==> src/pursq_params.svh <==
`ifndef PURSQ_PARAMS_SVH
`define PURSQ_PARAMS_SVH

// Power-up timer length and its RC oscillator rate
`define PURSQ_POWER_UP_MS 96
`define PURSQ_RC_OSC_KHZ 250

// Oscillator start-up length in main oscillator cycles
`define PURSQ_STARTUP_CYCLES 1024

// Oscillator mode codes that need a start-up delay on wake
`define PURSQ_MODE_LOW_FREQ 2'h0
`define PURSQ_MODE_CRYSTAL 2'h1

// Bit positions in the synchroniser vector
`define PURSQ_SY_RC 0
`define PURSQ_SY_OSC 1
`define PURSQ_SY_POR 2
`define PURSQ_SY_PIN 3
`define PURSQ_SY_LVL 4
`define PURSQ_SY_TIED 5
`define PURSQ_SY_W 6

`endif

==> src/pursq_pkg.sv <==
package pursq_pkg;

  typedef enum logic [1:0] {
    PURSQ_HOLD,
    PURSQ_POWER_UP,
    PURSQ_RUN,
    PURSQ_WAKE
  } pursq_state_type;

  typedef struct packed {
    logic [5:0] sync1;
    logic [5:0] sync2;
    logic rc_prev;
    logic osc_prev;
    logic rel_prev;
    pursq_state_type state;
    logic core_rst_n;
    logic wake_hold;
    logic pu_start;
    logic su_start;
    logic abort;
  } pursq_top_state_type;

endpackage : pursq_pkg

==> src/pursq_edge_counter.sv <==
`timescale 1ns/1ps
`include "pursq_params.svh"

module pursq_edge_counter
  import pursq_pkg::*;
#(
  parameter int COUNT = `PURSQ_STARTUP_CYCLES,
  parameter int WIDTH = $clog2(COUNT + 1)
) (
  // Clock and reset
  input wire logic clk,
  input wire logic rst_n,
  // Control
  input wire logic start,
  input wire logic abort,
  input wire logic tick,
  input wire logic gate,
  // Status
  output logic busy,
  output logic done
);

  typedef struct packed {
    logic [WIDTH-1:0] count;
    logic busy;
    logic done;
  } pursq_cnt_state_type;

  localparam logic [WIDTH-1:0] LAST = WIDTH'(COUNT - 1);

  pursq_cnt_state_type st_ff;
  pursq_cnt_state_type nxt_st;

  // Count gated ticks from start until the last one
  always_comb begin
    nxt_st = st_ff;
    if (abort) begin
      nxt_st.count = '0;
      nxt_st.busy = 1'h0;
      nxt_st.done = 1'h0;
    end else if (start) begin
      nxt_st.count = '0;
      nxt_st.busy = 1'h1;
      nxt_st.done = 1'h0;
    end else if (st_ff.busy && tick && gate) begin
      if (st_ff.count == LAST) begin
        nxt_st.busy = 1'h0;
        nxt_st.done = 1'h1;
      end else begin
        nxt_st.count = st_ff.count + WIDTH'(1);
      end
    end
  end

  always_ff @(posedge clk or negedge rst_n) begin
    if (!rst_n) begin
      st_ff <= '0;
    end else begin
      st_ff <= nxt_st;
    end
  end

  assign busy = st_ff.busy;
  assign done = st_ff.done;
endmodule : pursq_edge_counter

==> src/pursq_top.sv <==
// Overview of operation
// - Hold core reset while supply below trip
// - Reset on supply rising and falling through trip
// - Power-up timer gives one 96 ms time-out
// - Tied pin: timer starts on supply detect rise
// - Separate pin: timer starts when pin seen high
// - Core held in reset while timer runs
// - Power-up timer counts RC oscillator ticks only
// - Every timer start also runs 1024-cycle start-up
// - Wake runs start-up only in crystal, low-frequency
// - Timer and start-up counter run together
// - Start-up counter counts main oscillator pulses
// - Start-up counts only above threshold; gates release
`timescale 1ns/1ps
`include "pursq_params.svh"

module pursq_top
  import pursq_pkg::*;
#(
  parameter int RC_OSC_KHZ = `PURSQ_RC_OSC_KHZ,
  parameter int POWER_UP_TICKS = `PURSQ_POWER_UP_MS * RC_OSC_KHZ,
  parameter int STARTUP_CYCLES = `PURSQ_STARTUP_CYCLES
) (
  // Clock and reset
  input wire logic CLK,
  input wire logic RESET_N,
  // Asynchronous analog and pin inputs
  input wire logic POR_DETECT,
  input wire logic MASTER_RESET_PIN,
  input wire logic MRST_TIED,
  input wire logic RC_OSC_IN,
  input wire logic MAIN_OSC_IN,
  input wire logic OSC_LEVEL_OK,
  // Same-domain controls
  input wire logic [1:0] OSC_MODE,
  input wire logic WAKE_REQ,
  // Status
  output logic CORE_RESET_N,
  output logic WAKE_HOLD,
  output logic POWER_UP_TIMER_BUSY,
  output logic OSC_STARTUP_BUSY
);

  localparam pursq_top_state_type RESET_ST = '{
    sync1: 6'h00,
    sync2: 6'h00,
    rc_prev: 1'h0,
    osc_prev: 1'h0,
    rel_prev: 1'h0,
    state: PURSQ_HOLD,
    core_rst_n: 1'h0,
    wake_hold: 1'h0,
    pu_start: 1'h0,
    su_start: 1'h0,
    abort: 1'h0
  };

  // Modes that need the oscillator start-up delay
  function automatic logic slow_start(input logic [1:0] mode);
    slow_start = (mode == `PURSQ_MODE_LOW_FREQ) || (mode == `PURSQ_MODE_CRYSTAL);
  endfunction : slow_start

  logic rst_meta_ff;
  logic rst_sync_ff;
  pursq_top_state_type st_ff;
  pursq_top_state_type nxt_st;
  logic [`PURSQ_SY_W-1:0] raw_in;
  logic rc_tick;
  logic osc_tick;
  logic release_lvl;
  logic release_rise;
  logic pu_done;
  logic su_done;
  logic pu_busy;
  logic su_busy;

  // Reset release through two flip-flops
  always_ff @(posedge CLK or negedge RESET_N) begin
    if (!RESET_N) begin
      rst_meta_ff <= 1'h0;
      rst_sync_ff <= 1'h0;
    end else begin
      rst_meta_ff <= 1'h1;
      rst_sync_ff <= rst_meta_ff;
    end
  end

  assign raw_in[`PURSQ_SY_RC] = RC_OSC_IN;
  assign raw_in[`PURSQ_SY_OSC] = MAIN_OSC_IN;
  assign raw_in[`PURSQ_SY_POR] = POR_DETECT;
  assign raw_in[`PURSQ_SY_PIN] = MASTER_RESET_PIN;
  assign raw_in[`PURSQ_SY_LVL] = OSC_LEVEL_OK;
  assign raw_in[`PURSQ_SY_TIED] = MRST_TIED;

  // Tick and release detection on synchronised copies
  assign rc_tick = st_ff.sync2[`PURSQ_SY_RC] && !st_ff.rc_prev;
  assign osc_tick = st_ff.sync2[`PURSQ_SY_OSC] && !st_ff.osc_prev;
  assign release_lvl = st_ff.sync2[`PURSQ_SY_POR] &&
                       (st_ff.sync2[`PURSQ_SY_TIED] || st_ff.sync2[`PURSQ_SY_PIN]);
  assign release_rise = release_lvl && !st_ff.rel_prev;

  always_comb begin
    nxt_st = st_ff;
    nxt_st.sync1 = raw_in;
    nxt_st.sync2 = st_ff.sync1;
    nxt_st.rc_prev = st_ff.sync2[`PURSQ_SY_RC];
    nxt_st.osc_prev = st_ff.sync2[`PURSQ_SY_OSC];
    nxt_st.rel_prev = release_lvl;
    nxt_st.pu_start = 1'h0;
    nxt_st.su_start = 1'h0;
    nxt_st.abort = 1'h0;
    if (!release_lvl) begin
      // Supply below trip or untied pin low: reset now, drop any timing
      nxt_st.state = PURSQ_HOLD;
      nxt_st.core_rst_n = 1'h0;
      nxt_st.wake_hold = 1'h0;
      nxt_st.abort = 1'h1;
    end else begin
      case (st_ff.state)
        PURSQ_HOLD: begin
          nxt_st.core_rst_n = 1'h0;
          if (release_rise) begin
            nxt_st.pu_start = 1'h1;
            nxt_st.su_start = 1'h1;
            nxt_st.state = PURSQ_POWER_UP;
          end
        end
        PURSQ_POWER_UP: begin
          nxt_st.core_rst_n = 1'h0;
          if (pu_done && su_done && !st_ff.pu_start && !st_ff.su_start) begin
            nxt_st.core_rst_n = 1'h1;
            nxt_st.state = PURSQ_RUN;
          end
        end
        PURSQ_RUN: begin
          nxt_st.core_rst_n = 1'h1;
          if (WAKE_REQ && slow_start(OSC_MODE)) begin
            nxt_st.su_start = 1'h1;
            nxt_st.wake_hold = 1'h1;
            nxt_st.state = PURSQ_WAKE;
          end
        end
        PURSQ_WAKE: begin
          if (su_done && !st_ff.su_start) begin
            nxt_st.wake_hold = 1'h0;
            nxt_st.state = PURSQ_RUN;
          end
        end
        default: begin
          nxt_st.state = PURSQ_HOLD;
          nxt_st.core_rst_n = 1'h0;
          nxt_st.wake_hold = 1'h0;
          nxt_st.abort = 1'h1;
        end
      endcase
    end
  end

  always_ff @(posedge CLK or negedge rst_sync_ff) begin
    if (!rst_sync_ff) begin
      st_ff <= RESET_ST;
    end else begin
      st_ff <= nxt_st;
    end
  end

  // Power-up timer on the RC oscillator
  pursq_edge_counter #(
    .COUNT(POWER_UP_TICKS),
    .WIDTH($clog2(POWER_UP_TICKS + 1))
  ) u_power_up_timer (
    .clk(CLK),
    .rst_n(rst_sync_ff),
    .start(st_ff.pu_start),
    .abort(st_ff.abort),
    .tick(rc_tick),
    .gate(1'h1),
    .busy(pu_busy),
    .done(pu_done)
  );

  // Oscillator start-up counter on main oscillator pulses
  pursq_edge_counter #(
    .COUNT(STARTUP_CYCLES),
    .WIDTH($clog2(STARTUP_CYCLES + 1))
  ) u_startup_counter (
    .clk(CLK),
    .rst_n(rst_sync_ff),
    .start(st_ff.su_start),
    .abort(st_ff.abort),
    .tick(osc_tick),
    .gate(st_ff.sync2[`PURSQ_SY_LVL]),
    .busy(su_busy),
    .done(su_done)
  );

  assign CORE_RESET_N = st_ff.core_rst_n;
  assign WAKE_HOLD = st_ff.wake_hold;
  assign POWER_UP_TIMER_BUSY = pu_busy;
  assign OSC_STARTUP_BUSY = su_busy;
endmodule : pursq_top

==> config.mk <==
export PLATFORM = sky130hd
export DESIGN_NAME = pursq_top
export DESIGN_NICKNAME = d
export VERILOG_FILES = /design/src/pursq_pkg.sv /design/src/pursq_edge_counter.sv /design/src/pursq_top.sv
export VERILOG_INCLUDE_DIRS = /design/src
export SDC_FILE = /design/constraint.sdc
export NUM_CORES = 1
export LEC_CHECK = 0
export CAP_MARGIN = 20
export CORE_MARGIN = 1.5
export CORE_UTILIZATION = 50
export CTS_CLUSTER_SIZE = 28
export DETAILED_ROUTE_END_ITERATION = 8
export DONT_BUFFER_PORTS = 1
export GPL_TIMING_DRIVEN = 1
export SYNTH_ARGS = -nofsm -noshare
export SYNTH_HDL_FRONTEND = slang
export SYNTH_HIERARCHICAL = 1
export SYNTH_SLANG_ARGS = --single-unit
==> constraint.sdc <==
create_clock -name CLK -period 2 [get_ports CLK]
set_clock_uncertainty 0.15 [all_clocks]
set_input_delay 0.4 -clock CLK [delete_from_list [all_inputs] [get_ports CLK]]
set_output_delay 0.4 -clock CLK [all_outputs]
set_load 0.05 [all_outputs]
==> impl_metrics.json, run 1 <==
{
  "vias": 1875,
  "layout-drive-gt1-share": 0.1673,
  "cts_made_buffers": 5,
  "htreeDepth": 2,
  "slowest_stage": "or4_4",
  "ys.flop_type": "dfrtp_1",
  "fmax_mhz": 530.8,
  "die_h_um": 73.57,
  "path_cells": "nor2b_4 > nand3_2 > or4_4 > or3_1 > a21oi_1",
  "avgRoutedWirePerCell_um": 15.13,
  "synthCells": 232,
  "synth_top_family_by_area": "simple AND/OR/NAND/NOR gates",
  "setup_tns_ns": 0,
  "coreArea_um2": 4755,
  "grt_use_met3": 0.04390,
  "leakage_nw": 1.180,
  "area_growth_pct": 15.28,
  "worstSetupPathType": "reg2reg",
  "via_per_inst": 5.787,
  "grt_util_met1": 0.2753,
  "r2r-end": "u_power_up_timer/st_ff[16]",
  "period_share": 0.9420,
  "gr-usage-all-layers": 0.1949,
  "crit_start": "st_ff[9]",
  "dr.pass1.iters": 4,
  "place_congestion": 0.8658,
  "clock-sinks": 54,
  "hold_path.class": "reg2async",
  "ant_nets": 0,
  "crit_cells": 5,
  "async_flop_share": 1.000,
  "setup_slack_ns": 0.1160,
  "grt_overflow": 0,
  "r2r_cells": 5,
  "drtIter0Drc": 182,
  "synth-seq-cells": 54,
  "drcViolationCount": 0,
  "busiest_layer": "met2",
  "setup_violations": 0,
  "clk_latency_ns": 0.31,
  "synth_largest_area_cell": "dfrtp_1",
  "io_pins": 15,
  "hold_ws_ns": 0.09382,
  "cts_max_path_buffers": 2,
  "dp_hpwl_mm": 3.475,
  "io_buffers": 0,
  "start_kind": "flop",
  "synth_xor_area_frac": 0.01759,
  "synth_compound_area_frac": 0.1462,
  "dp_cells": 305,
  "cpPeakStageDelay_ns": 0.55,
  "wl_mm": 4.901,
  "critPathTopFamily": "simple AND/OR/NAND/NOR gates",
  "yosys.area_share.adder": 0.03518,
  "ys_types": 57,
  "max-vdd-ir-drop_mv": 0.4689,
  "n_antenna_cell": 0,
  "status": "completed",
  "endpoint": "u_power_up_timer/st_ff[16]",
  "grt_pass1_vias": 1756,
  "finalHoldViolCount": 0,
  "synth.area.mux_share": 0.004020,
  "rrSetupSlack_ns": 0.12,
  "cts_tree": "built",
  "avgSynthCellArea_um2": 10.73,
  "worst_setup_path_end_kind": "flop",
  "r2r_start": "st_ff[9]",
  "grt_antenna_before_repair": 0,
  "post_synth_and_or_nand_nor_area_fraction": 0.2261,
  "yosysWarnings": 6,
  "period_minus_slack_ns": 1.884,
  "worstMarginPinSlew_ns": 0.5105,
  "synthesis.area_um2": 2490,
  "seq_area_frac_synth": 0.5427,
  "worstPathRequired_ns": 2.09,
  "path_buf_inv": 0,
  "die_w_um": 73.57,
  "worstPathMaxFanout": 4,
  "cts-root-buf": "clkbuf_8",
  "arrival_ns": 1.97,
  "clk_pin_slew_worst_paths_ns": 0.10,
  "die_area_um2": 5412,
  "synth.area.top_cells": "dfrtp_1 (54%), ha_1 (3.5%), a21oi_1 (2.8%)",
  "p_total_mw": 1.892,
  "grt_pass1_wl_mm": 8.073,
  "relSlewSlack": 0.6596,
  "core.rowCount": 25,
  "initial_core_util": 0.5237,
  "power.density_nw_per_um2": 659.1,
  "post-place-ws_ns": 0.01233,
  "drv_cap": 0,
  "synth-edff-count": 0,
  "gr-usage-met2": 0.2993,
  "final_cells": 324,
  "grt_max_degree": 31,
  "slew_viol_final": 0,
  "synth_top_area_share": 0.5427,
  "fin_nets": 274
}
## kinds of logic after synthesis
group                    count (synthesis)
XOR/XNOR                                 5
buffers and inverters                   17
other                                    1
AND/OR/NAND/NOR                         93
AO/OA/AOI/OAI                           54
flip-flops                              54
adder cells (fa/ha/maj)                  7
multiplexers                             1
## worst min path at each step
stage	startpoint	endpoint
after floorplan	RESET_N	rst_meta_ff
after global placement	RESET_N	rst_meta_ff
after detailed placement	RESET_N	rst_sync_ff
after CTS	rst_sync_ff	nxt_st[10]
after global routing	WAKE_REQ	st_ff[1]
final	rst_sync_ff	u_power_up_timer/st_ff[7]
## sequential cells by signal, summed over array words and instances, names as in the netlist
name / cells
CORE_RESET_N: 1
nxt_st: 8
st_ff: 12
u_startup_counter/done: 1
u_power_up_timer/st_ff: 15
WAKE_HOLD: 1
rst_meta_ff: 1
rst_sync_ff: 1
u_startup_counter/busy: 1
u_power_up_timer/busy: 1
u_power_up_timer/done: 1
u_startup_counter/st_ff: 11
## layout make-up
| cell class | instances | area (µm²) |
|---|---|---|
| Fill cell | 423 | 1884 |
| Sequential cell | 54 | 1355 |
| Multi-Input combinational cell | 163 | 1109 |
| Timing Repair Buffer | 21 | 187.7 |
| Tap cell | 67 | 83.83 |
| Clock buffer | 5 | 68.82 |
| Inverter | 11 | 41.29 |
| Clock inverter | 3 | 25.02 |
## placed cells by master, fill, tap and decap left out, drive strengths merged, types with 7 or more instances in the layout
cell / instances
nand3: 10
buf: 14
or3: 7
ha: 7
nand4: 10
inv: 12
dfrtp: 54
nand2: 16
o21ai: 13
a21oi: 14
dlygate4sd3: 7
nor4: 7
nor2: 14
## synthesized netlist by cell type, drive strengths merged (2+ instances only)
| library cell | n |
|---|---|
| nand4 | 10 |
| nand2 | 16 |
| nor4 | 7 |
| a31oi | 3 |
| or3 | 7 |
| xnor2 | 5 |
| a21oi | 14 |
| nor3 | 2 |
| and4 | 3 |
| a211oi | 2 |
| o211ai | 2 |
| clkbuf | 5 |
| nand2b | 2 |
| nor2 | 14 |
| o31ai | 2 |
| or2 | 2 |
| nor2b | 2 |
| nand4b | 2 |
| and3 | 3 |
| nand4bb | 2 |
| nand3 | 10 |
| inv | 11 |
| o21ai | 13 |
| o41ai | 3 |
| nor3b | 2 |
| ha | 7 |
| dfrtp | 54 |
| o21a | 3 |
| or4 | 6 |
| a41o | 2 |
## power by group
group	total (mW)	switching, mW	internal [mW]
registers	1.14	0.0254	1.12
logic	0.126	0.0764	0.0495
clock network	0.621	0.368	0.253
## worst reg2reg max path, delay by kind of cell (launching register included)
family          cells  cell delay (ns)
compound gates      1             0.12
flops               1             0.41
simple gates        4             1.14
## routing by layer
layer | part of all wire | up-vias
met3 | 0.038 | 4
met1 | 0.48 | 926
li1 | - | 912
met5 | 0 | -
met4 | 0.0073 | 0
met2 | 0.47 | 33
## through the flow
stage	cell area, µm²	util
floorplan	2499	-
global placement	2646	0.5566
detailed placement	2646	0.5566
CTS	2825	0.5942
global route	2870	0.6037
finish	2870	0.6037
## what timing repair did
action                                  in CTS  in global routing
endpoints found under the hold margin        8                  0
cloned                                       0                  0
setup buffers                                2                  2
endpoints found under the setup margin       1                  9
pin swaps                                    0                  5
resized for setup                            0                  7
hold buffers                                 7                  0
No activity file was read; power rests on OpenSTA's default activity.
==> inputs of run 2 (changes only) <==
--- a/config.mk
+++ b/config.mk
@@ -7,7 +7,6 @@
 export NUM_CORES = 1
 export LEC_CHECK = 0
 export CAP_MARGIN = 20
-export CORE_MARGIN = 1.5
 export CORE_UTILIZATION = 50
 export CTS_CLUSTER_SIZE = 28
 export DETAILED_ROUTE_END_ITERATION = 8
==> run 2 against run 1 <==
  * Critical path depth is the same
  * Critical endpoint unchanged
  * Via count up 2.3%
  * Fmax decreased by 3.0%
  * Cell area increased by 0.13%
  * Die area down 2.7%
  * Sequential cell count did not move
  * Worst hold slack improved by 0.047 ns
  * Final cell count rose by 0.31%
  * Combinational power is 6% lower
  * Highest routed layer unchanged
  * Utilization grew 0.079 points
  * Power grew 4.1%
==> impl_metrics.json, run 2 (synthesized netlist as in run 1, its figures left out) <==
{
  "status": "completed",
  "ant_nets": 0,
  "clock-sinks": 54,
  "finalHoldViolCount": 0,
  "cts_tree": "built",
  "final_common_cell": "dfrtp_1",
  "fin_util": 0.6045,
  "post-place-ws_ns": 0.03875,
  "worstPathMaxFanout": 4,
  "met2WireLength_mm": 2.266,
  "n_antenna_cell": 0,
  "gr-usage-all-layers": 0.1985,
  "drv_cap": 0,
  "htreeDepth": 2,
  "slowest_stage": "or4_4",
  "clk_pin_slew_worst_paths_ns": 0.10,
  "drt-met1-wl_mm": 2.176,
  "coreArea_um2": 4755,
  "initial_core_util": 0.5237,
  "max-vdd-ir-drop_mv": 0.4963,
  "slew_viol_final": 0,
  "hold_path.class": "in2reg",
  "io_pins": 15,
  "area_growth_pct": 15.43,
  "clkPwrFrac": 0.363,
  "period_share": 0.9712,
  "hold_depth": 1,
  "cts-root-buf": "clkbuf_8",
  "setup_slack_ns": 0.05754,
  "clk_latency_ns": 0.30,
  "path_buf_inv": 0,
  "setup_tns_ns": 0,
  "grt_antenna_before_repair": 0,
  "multiInputGateArea_um2": 1102,
  "setup_violations": 0,
  "start_kind": "flop",
  "p_comb_frac": 0.060,
  "path_cells": "ha_1 > nand3_1 > or4_4 > or3_1 > a21oi_2",
  "drcViolationCount": 0,
  "fin_nets": 275,
  "fillCellCount": 431,
  "worstPathRequired_ns": 2.09,
  "place_congestion": 0.8647,
  "p_sw_frac": 0.2241,
  "dpl_cell_area_um2": 2649,
  "grt_pass1_vias": 1859,
  "layout-drive-gt1-share": 0.1667,
  "seqPwrFrac": 0.576,
  "design_area_um2": 2874,
  "wl_mm": 4.735,
  "via_per_inst": 5.905,
  "hold_ws_ns": 0.1406,
  "drtIter0Drc": 176,
  "cpPeakStageDelay_ns": 0.54,
  "grt_pass1_wl_mm": 8.045,
  "worst_setup_path_end_kind": "flop",
  "avgRoutedWirePerCell_um": 14.57,
  "crit_cells": 5,
  "worstSetupPathType": "reg2reg",
  "relSlewSlack": 0.5844,
  "core.rowCount": 25,
  "die_w_um": 72.57,
  "top_regs": "u_power_up_timer/st_ff (15), st_ff (12), u_startup_counter/st_ff (11)",
  "cts_made_buffers": 5,
  "die_h_um": 72.57,
  "final_cell_mix": "dfrtp_1 (51), nand2_1 (15), buf_4 (15)",
  "die_area_um2": 5266,
  "top_register": "u_power_up_timer/st_ff",
  "largest_reg_flops": 15,
  "critPathTopFamily": "simple AND/OR/NAND/NOR gates",
  "top_layer": "met4",
  "fmax_mhz": 514.8,
  "arrival_ns": 2.04,
  "worstMarginPinSlew_ns": 0.6234,
  "io_buffers": 0,
  "dp_cells": 307,
  "grt_max_degree": 53,
  "grt_overflow": 0,
  "leakage_nw": 1.199,
  "final_cells": 325,
  "dr.pass1.iters": 4,
  "power.density_nw_per_um2": 684.9,
  "intPower_mw": 1.527,
  "dp_hpwl_mm": 3.346,
  "wl_met3_um": 217,
  "p_total_mw": 1.968,
  "cts_max_path_buffers": 2,
  "vias": 1919,
  "period_minus_slack_ns": 1.942,
  "r2r_cells": 5,
  "p_sw_mw": 0.4412,
  "seqCellArea_um2": 1355
}
[run 2: repair_timing]
action,4_1_cts,5_1_grt
endpoints found under the setup margin,0,6
hold buffers,7,0
buffers inserted,0,3
resized for setup,0,6
hold endpoints to repair,8,0
[run 2: area by class of cell]
type	count	area share
inverters	11	0.01437
repair buffers	22	0.06356
well taps	67	0.02917
clock inverters	3	0.01393
clock buffers	5	0.02394
flip-flops and latches	54	0.4715
multi-input cells	163	0.3835
[run 2: power groups by stage]
stage	logic (mW)	clock network, mW	registers (mW)
floorplan	0.0544	0	1.18
global placement	0.105	0	1.16
detailed placement	0.109	0	1.16
CTS	0.119	0.740	1.14
global route	0.136	0.778	1.14
finish	0.119	0.715	1.13
[run 2: path summary, 6_finish.rpt]
path                                               to                      start  slack, ns
max                        u_power_up_timer/st_ff[16]  u_power_up_timer/st_ff[2]       0.06
min reg2reg                     u_power_up_timer/busy                rst_sync_ff       0.21
max reg2reg                u_power_up_timer/st_ff[16]  u_power_up_timer/st_ff[2]       0.06
max in group asynchronous   u_power_up_timer/st_ff[3]                rst_sync_ff       1.03
min in group asynchronous                 rst_meta_ff                    RESET_N       0.17
min                                          st_ff[1]                   WAKE_REQ       0.14
[run 2: per-layer routing]
layer | GRT usage | up-vias
met1 | 0.2605 | 956
li1 | - | 913
met4 | 0.08061 | 0
met2 | 0.3188 | 43
met5 | 0 | -
met3 | 0.04583 | 7
==> inputs of run 3 (changes only) <==
--- a/config.mk
+++ b/config.mk
@@ -14,5 +14,4 @@
 export GPL_TIMING_DRIVEN = 1
 export SYNTH_ARGS = -nofsm -noshare
 export SYNTH_HDL_FRONTEND = slang
-export SYNTH_HIERARCHICAL = 1
 export SYNTH_SLANG_ARGS = --single-unit
==> run 3 against run 2 <==
  * Sequential power about the same
  * Largest power group unchanged
  * Critical endpoint is now u_power_up_timer.st_ff[4]
  * Final cell count down 4.9%
  * Global-route usage down 0.18 points
  * Wire length down 6.3%
  * First-iteration DRC count down 36%
  * Utilization down 2.3 points
  * Largest cell class unchanged
  * Synthesized area down 1.5%
==> impl_metrics.json, run 3 <==
{
  "status": "completed",
  "final_common_cell": "dfrtp_1",
  "post-cts-setup-buffers": 0,
  "die_w_um": 72.04,
  "slew_viol_final": 0,
  "rsz0062_at_grt": "no",
  "dpl_cell_area_um2": 2584,
  "ys.flop_type": "dfrtp_1",
  "avgRoutedWirePerCell_um": 14.36,
  "die_h_um": 72.04,
  "coreArea_um2": 4723,
  "yosysWarnings": 0,
  "setup_violations": 0,
  "start_kind": "flop",
  "grt_pass1_vias": 1723,
  "seq_area_frac_synth": 0.5510,
  "worstMarginPinSlew_ns": 0.5599,
  "via_per_inst": 5.683,
  "grt_pass1_wl_mm": 7.962,
  "cts_max_path_buffers": 2,
  "clk_pin_slew_worst_paths_ns": 0.10,
  "top_register": "u_power_up_timer.st_ff",
  "io_pins": 15,
  "ys_types": 51,
  "fmax_mhz": 532.3,
  "period_minus_slack_ns": 1.879,
  "synth_commonest_cells": "dfrtp_1 (54), nor2_1 (15), a21oi_1 (14), nand2_1 (14), o21ai_0 (11)",
  "clk_latency_ns": 0.31,
  "synth_largest_area_cell": "dfrtp_1",
  "drv_cap": 0,
  "cts-root-buf": "clkbuf_8",
  "synth-edff-count": 0,
  "synthCells": 224,
  "path_cells": "ha_1 > and4b_1 > and4_1 > or3_1 > a21oi_1",
  "hold_ws_ns": 0.09527,
  "drtIter0Drc": 113,
  "vias": 1756,
  "p_sw_mw": 0.4610,
  "synth_top_area_share": 0.5510,
  "final_cells": 309,
  "ant_nets": 0,
  "async_flop_share": 1.000,
  "synth-seq-cells": 54,
  "dr.pass1.iters": 4,
  "power.density_nw_per_um2": 682.4,
  "top_regs": "u_power_up_timer.st_ff (15), st_ff (12), u_startup_counter.st_ff (11)",
  "syn-num-nets": 242,
  "avgSynthCellArea_um2": 10.95,
  "setup_tns_ns": 0,
  "worstSetupPathType": "reg2reg",
  "hold_path.class": "reg2async",
  "htreeDepth": 2,
  "n_antenna_cell": 0,
  "finalHoldViolCount": 0,
  "dp_cells": 294,
  "gr-usage-all-layers": 0.1967,
  "die_area_um2": 5189,
  "worstPathMaxFanout": 10,
  "drcViolationCount": 0,
  "final_cell_mix": "dfrtp_1 (53), nor2_1 (15), nand2_1 (14), a21oi_1 (14), o21ai_0 (11)",
  "grt_max_degree": 53,
  "relSlewSlack": 0.6243,
  "max-vdd-ir-drop_mv": 0.4987,
  "largest_reg_flops": 15,
  "clock-sinks": 54,
  "io_buffers": 0,
  "arrival_ns": 1.96,
  "slowest_stage": "dfrtp_1",
  "period_share": 0.9393,
  "synth_most_common_cell": "dfrtp_1",
  "synth.area.top_cells": "dfrtp_1 (55%), ha_1 (3.6%), a21oi_1 (2.9%)",
  "cts_tree": "built",
  "initial_core_util": 0.5192,
  "design_area_um2": 2748,
  "place_congestion": 0.7653,
  "area_growth_pct": 12.04,
  "cpPeakStageDelay_ns": 0.45,
  "synthesis.area_um2": 2452,
  "cts_made_buffers": 5,
  "intPower_mw": 1.414,
  "grt_antenna_before_repair": 0,
  "worst_setup_path_end_kind": "flop",
  "grt_overflow": 0,
  "seqPwrFrac": 0.606,
  "clkPwrFrac": 0.331,
  "worstPathRequired_ns": 2.08,
  "wl_mm": 4.438,
  "p_comb_frac": 0.064,
  "core.rowCount": 25,
  "leakage_nw": 1.182,
  "fin_nets": 259,
  "p_sw_frac": 0.2459,
  "dp_hpwl_mm": 3.090,
  "layout-drive-gt1-share": 0.1281
}
[run 3: cell count changes after synthesis, moves of 4 or more]
cell,previous run,this run
nor4_1,7,3
or4_1,5,0
xor2_1,0,4
xnor2_1,5,1
[run 3: final cells by class]
class / instances / area, µm²
Clock inverter: 3 / 25.02
Timing Repair Buffer: 15 / 142.6
Tap cell: 67 / 83.83
Inverter: 10 / 37.54
Clock buffer: 5 / 68.82
Fill cell: 424 / 1976
Sequential cell: 54 / 1353
Multi-Input combinational cell: 155 / 1037
[run 3: kinds of logic after synthesis]
logic type,after synthesis,synth area share
other,1,0.001529
buffers and inverters,15,0.02602
xor gates and xnor gates,5,0.01786
DFF,54,0.5510
muxes,3,0.01326
AOI/OAI and AO/OA,51,0.1424
and+or+nand+nor,88,0.2122
adders and majority gates,7,0.03571
[run 3: timing repair]
action / in CTS / in global routing
resized for setup: 0 / 1
endpoints found under the hold margin: 8 / 0
hold buffers: 7 / 0
endpoints found under the setup margin: 0 / 1
[run 3: power groups by stage]
stage	Combinational [mW]	Clock (mW)	Sequential, mW
3_3_place_gp	0.105	0	1.16
5_1_grt	0.135	0.677	1.14
2_1_floorplan	0.0556	0	1.18
4_1_cts	0.121	0.644	1.14
6_report	0.120	0.620	1.14
3_5_place_dp	0.109	0	1.16
[run 3: worst max-delay path, delay by kind of cell, from the launching register on]
kind                     cells  cell delay [ns]
AND/OR/NAND/NOR              3             0.83
adder cells (fa/ha/maj)      1             0.22
AO/OA/AOI/OAI                1             0.14
flip-flops                   1             0.45
[run 3: per-layer routing]
metal | part of all wire | GRT usage | wire (µm) | vias to the layer above
li1 | - | - | - | 849
met1 | 0.49 | 0.2696 | 2178 | 874
met2 | 0.47 | 0.3155 | 2096 | 31
met3 | 0.031 | 0.04722 | 137 | 2
met4 | 0.0056 | 0.05447 | 25 | 0
met5 | 0 | 0 | 0 | -
[run 3: path summary, 6_finish.rpt]
path	cells after the start	slack (ns)	endpoint	startpoint
setup / recovery	5	0.12	u_power_up_timer.st_ff[4]	u_power_up_timer.st_ff[3]
hold / removal	1	0.1	u_power_up_timer.st_ff[2]	rst_sync_ff
setup reg to reg	5	0.12	u_power_up_timer.st_ff[4]	u_power_up_timer.st_ff[3]
hold reg to reg	1	0.1	u_power_up_timer.st_ff[2]	rst_sync_ff
max in group asynchronous	1	1.37	u_power_up_timer.st_ff[10]	rst_sync_ff
min in group CLK	1	0.15	st_ff[1]	WAKE_REQ
[run 3: metrics by stage]
step / power [mW] / util / worst slack [ns]
3_5_place_dp: 1.267 / 0.5470 / 0.1654
2_1_floorplan: 1.232 / - / 0.04578
3_3_place_gp: 1.261 / 0.5470 / 0.1819
4_1_cts: 1.901 / 0.5817 / 0.1193
5_1_grt: 1.952 / 0.5817 / 0.02187
6_report: 1.875 / 0.5817 / 0.1213
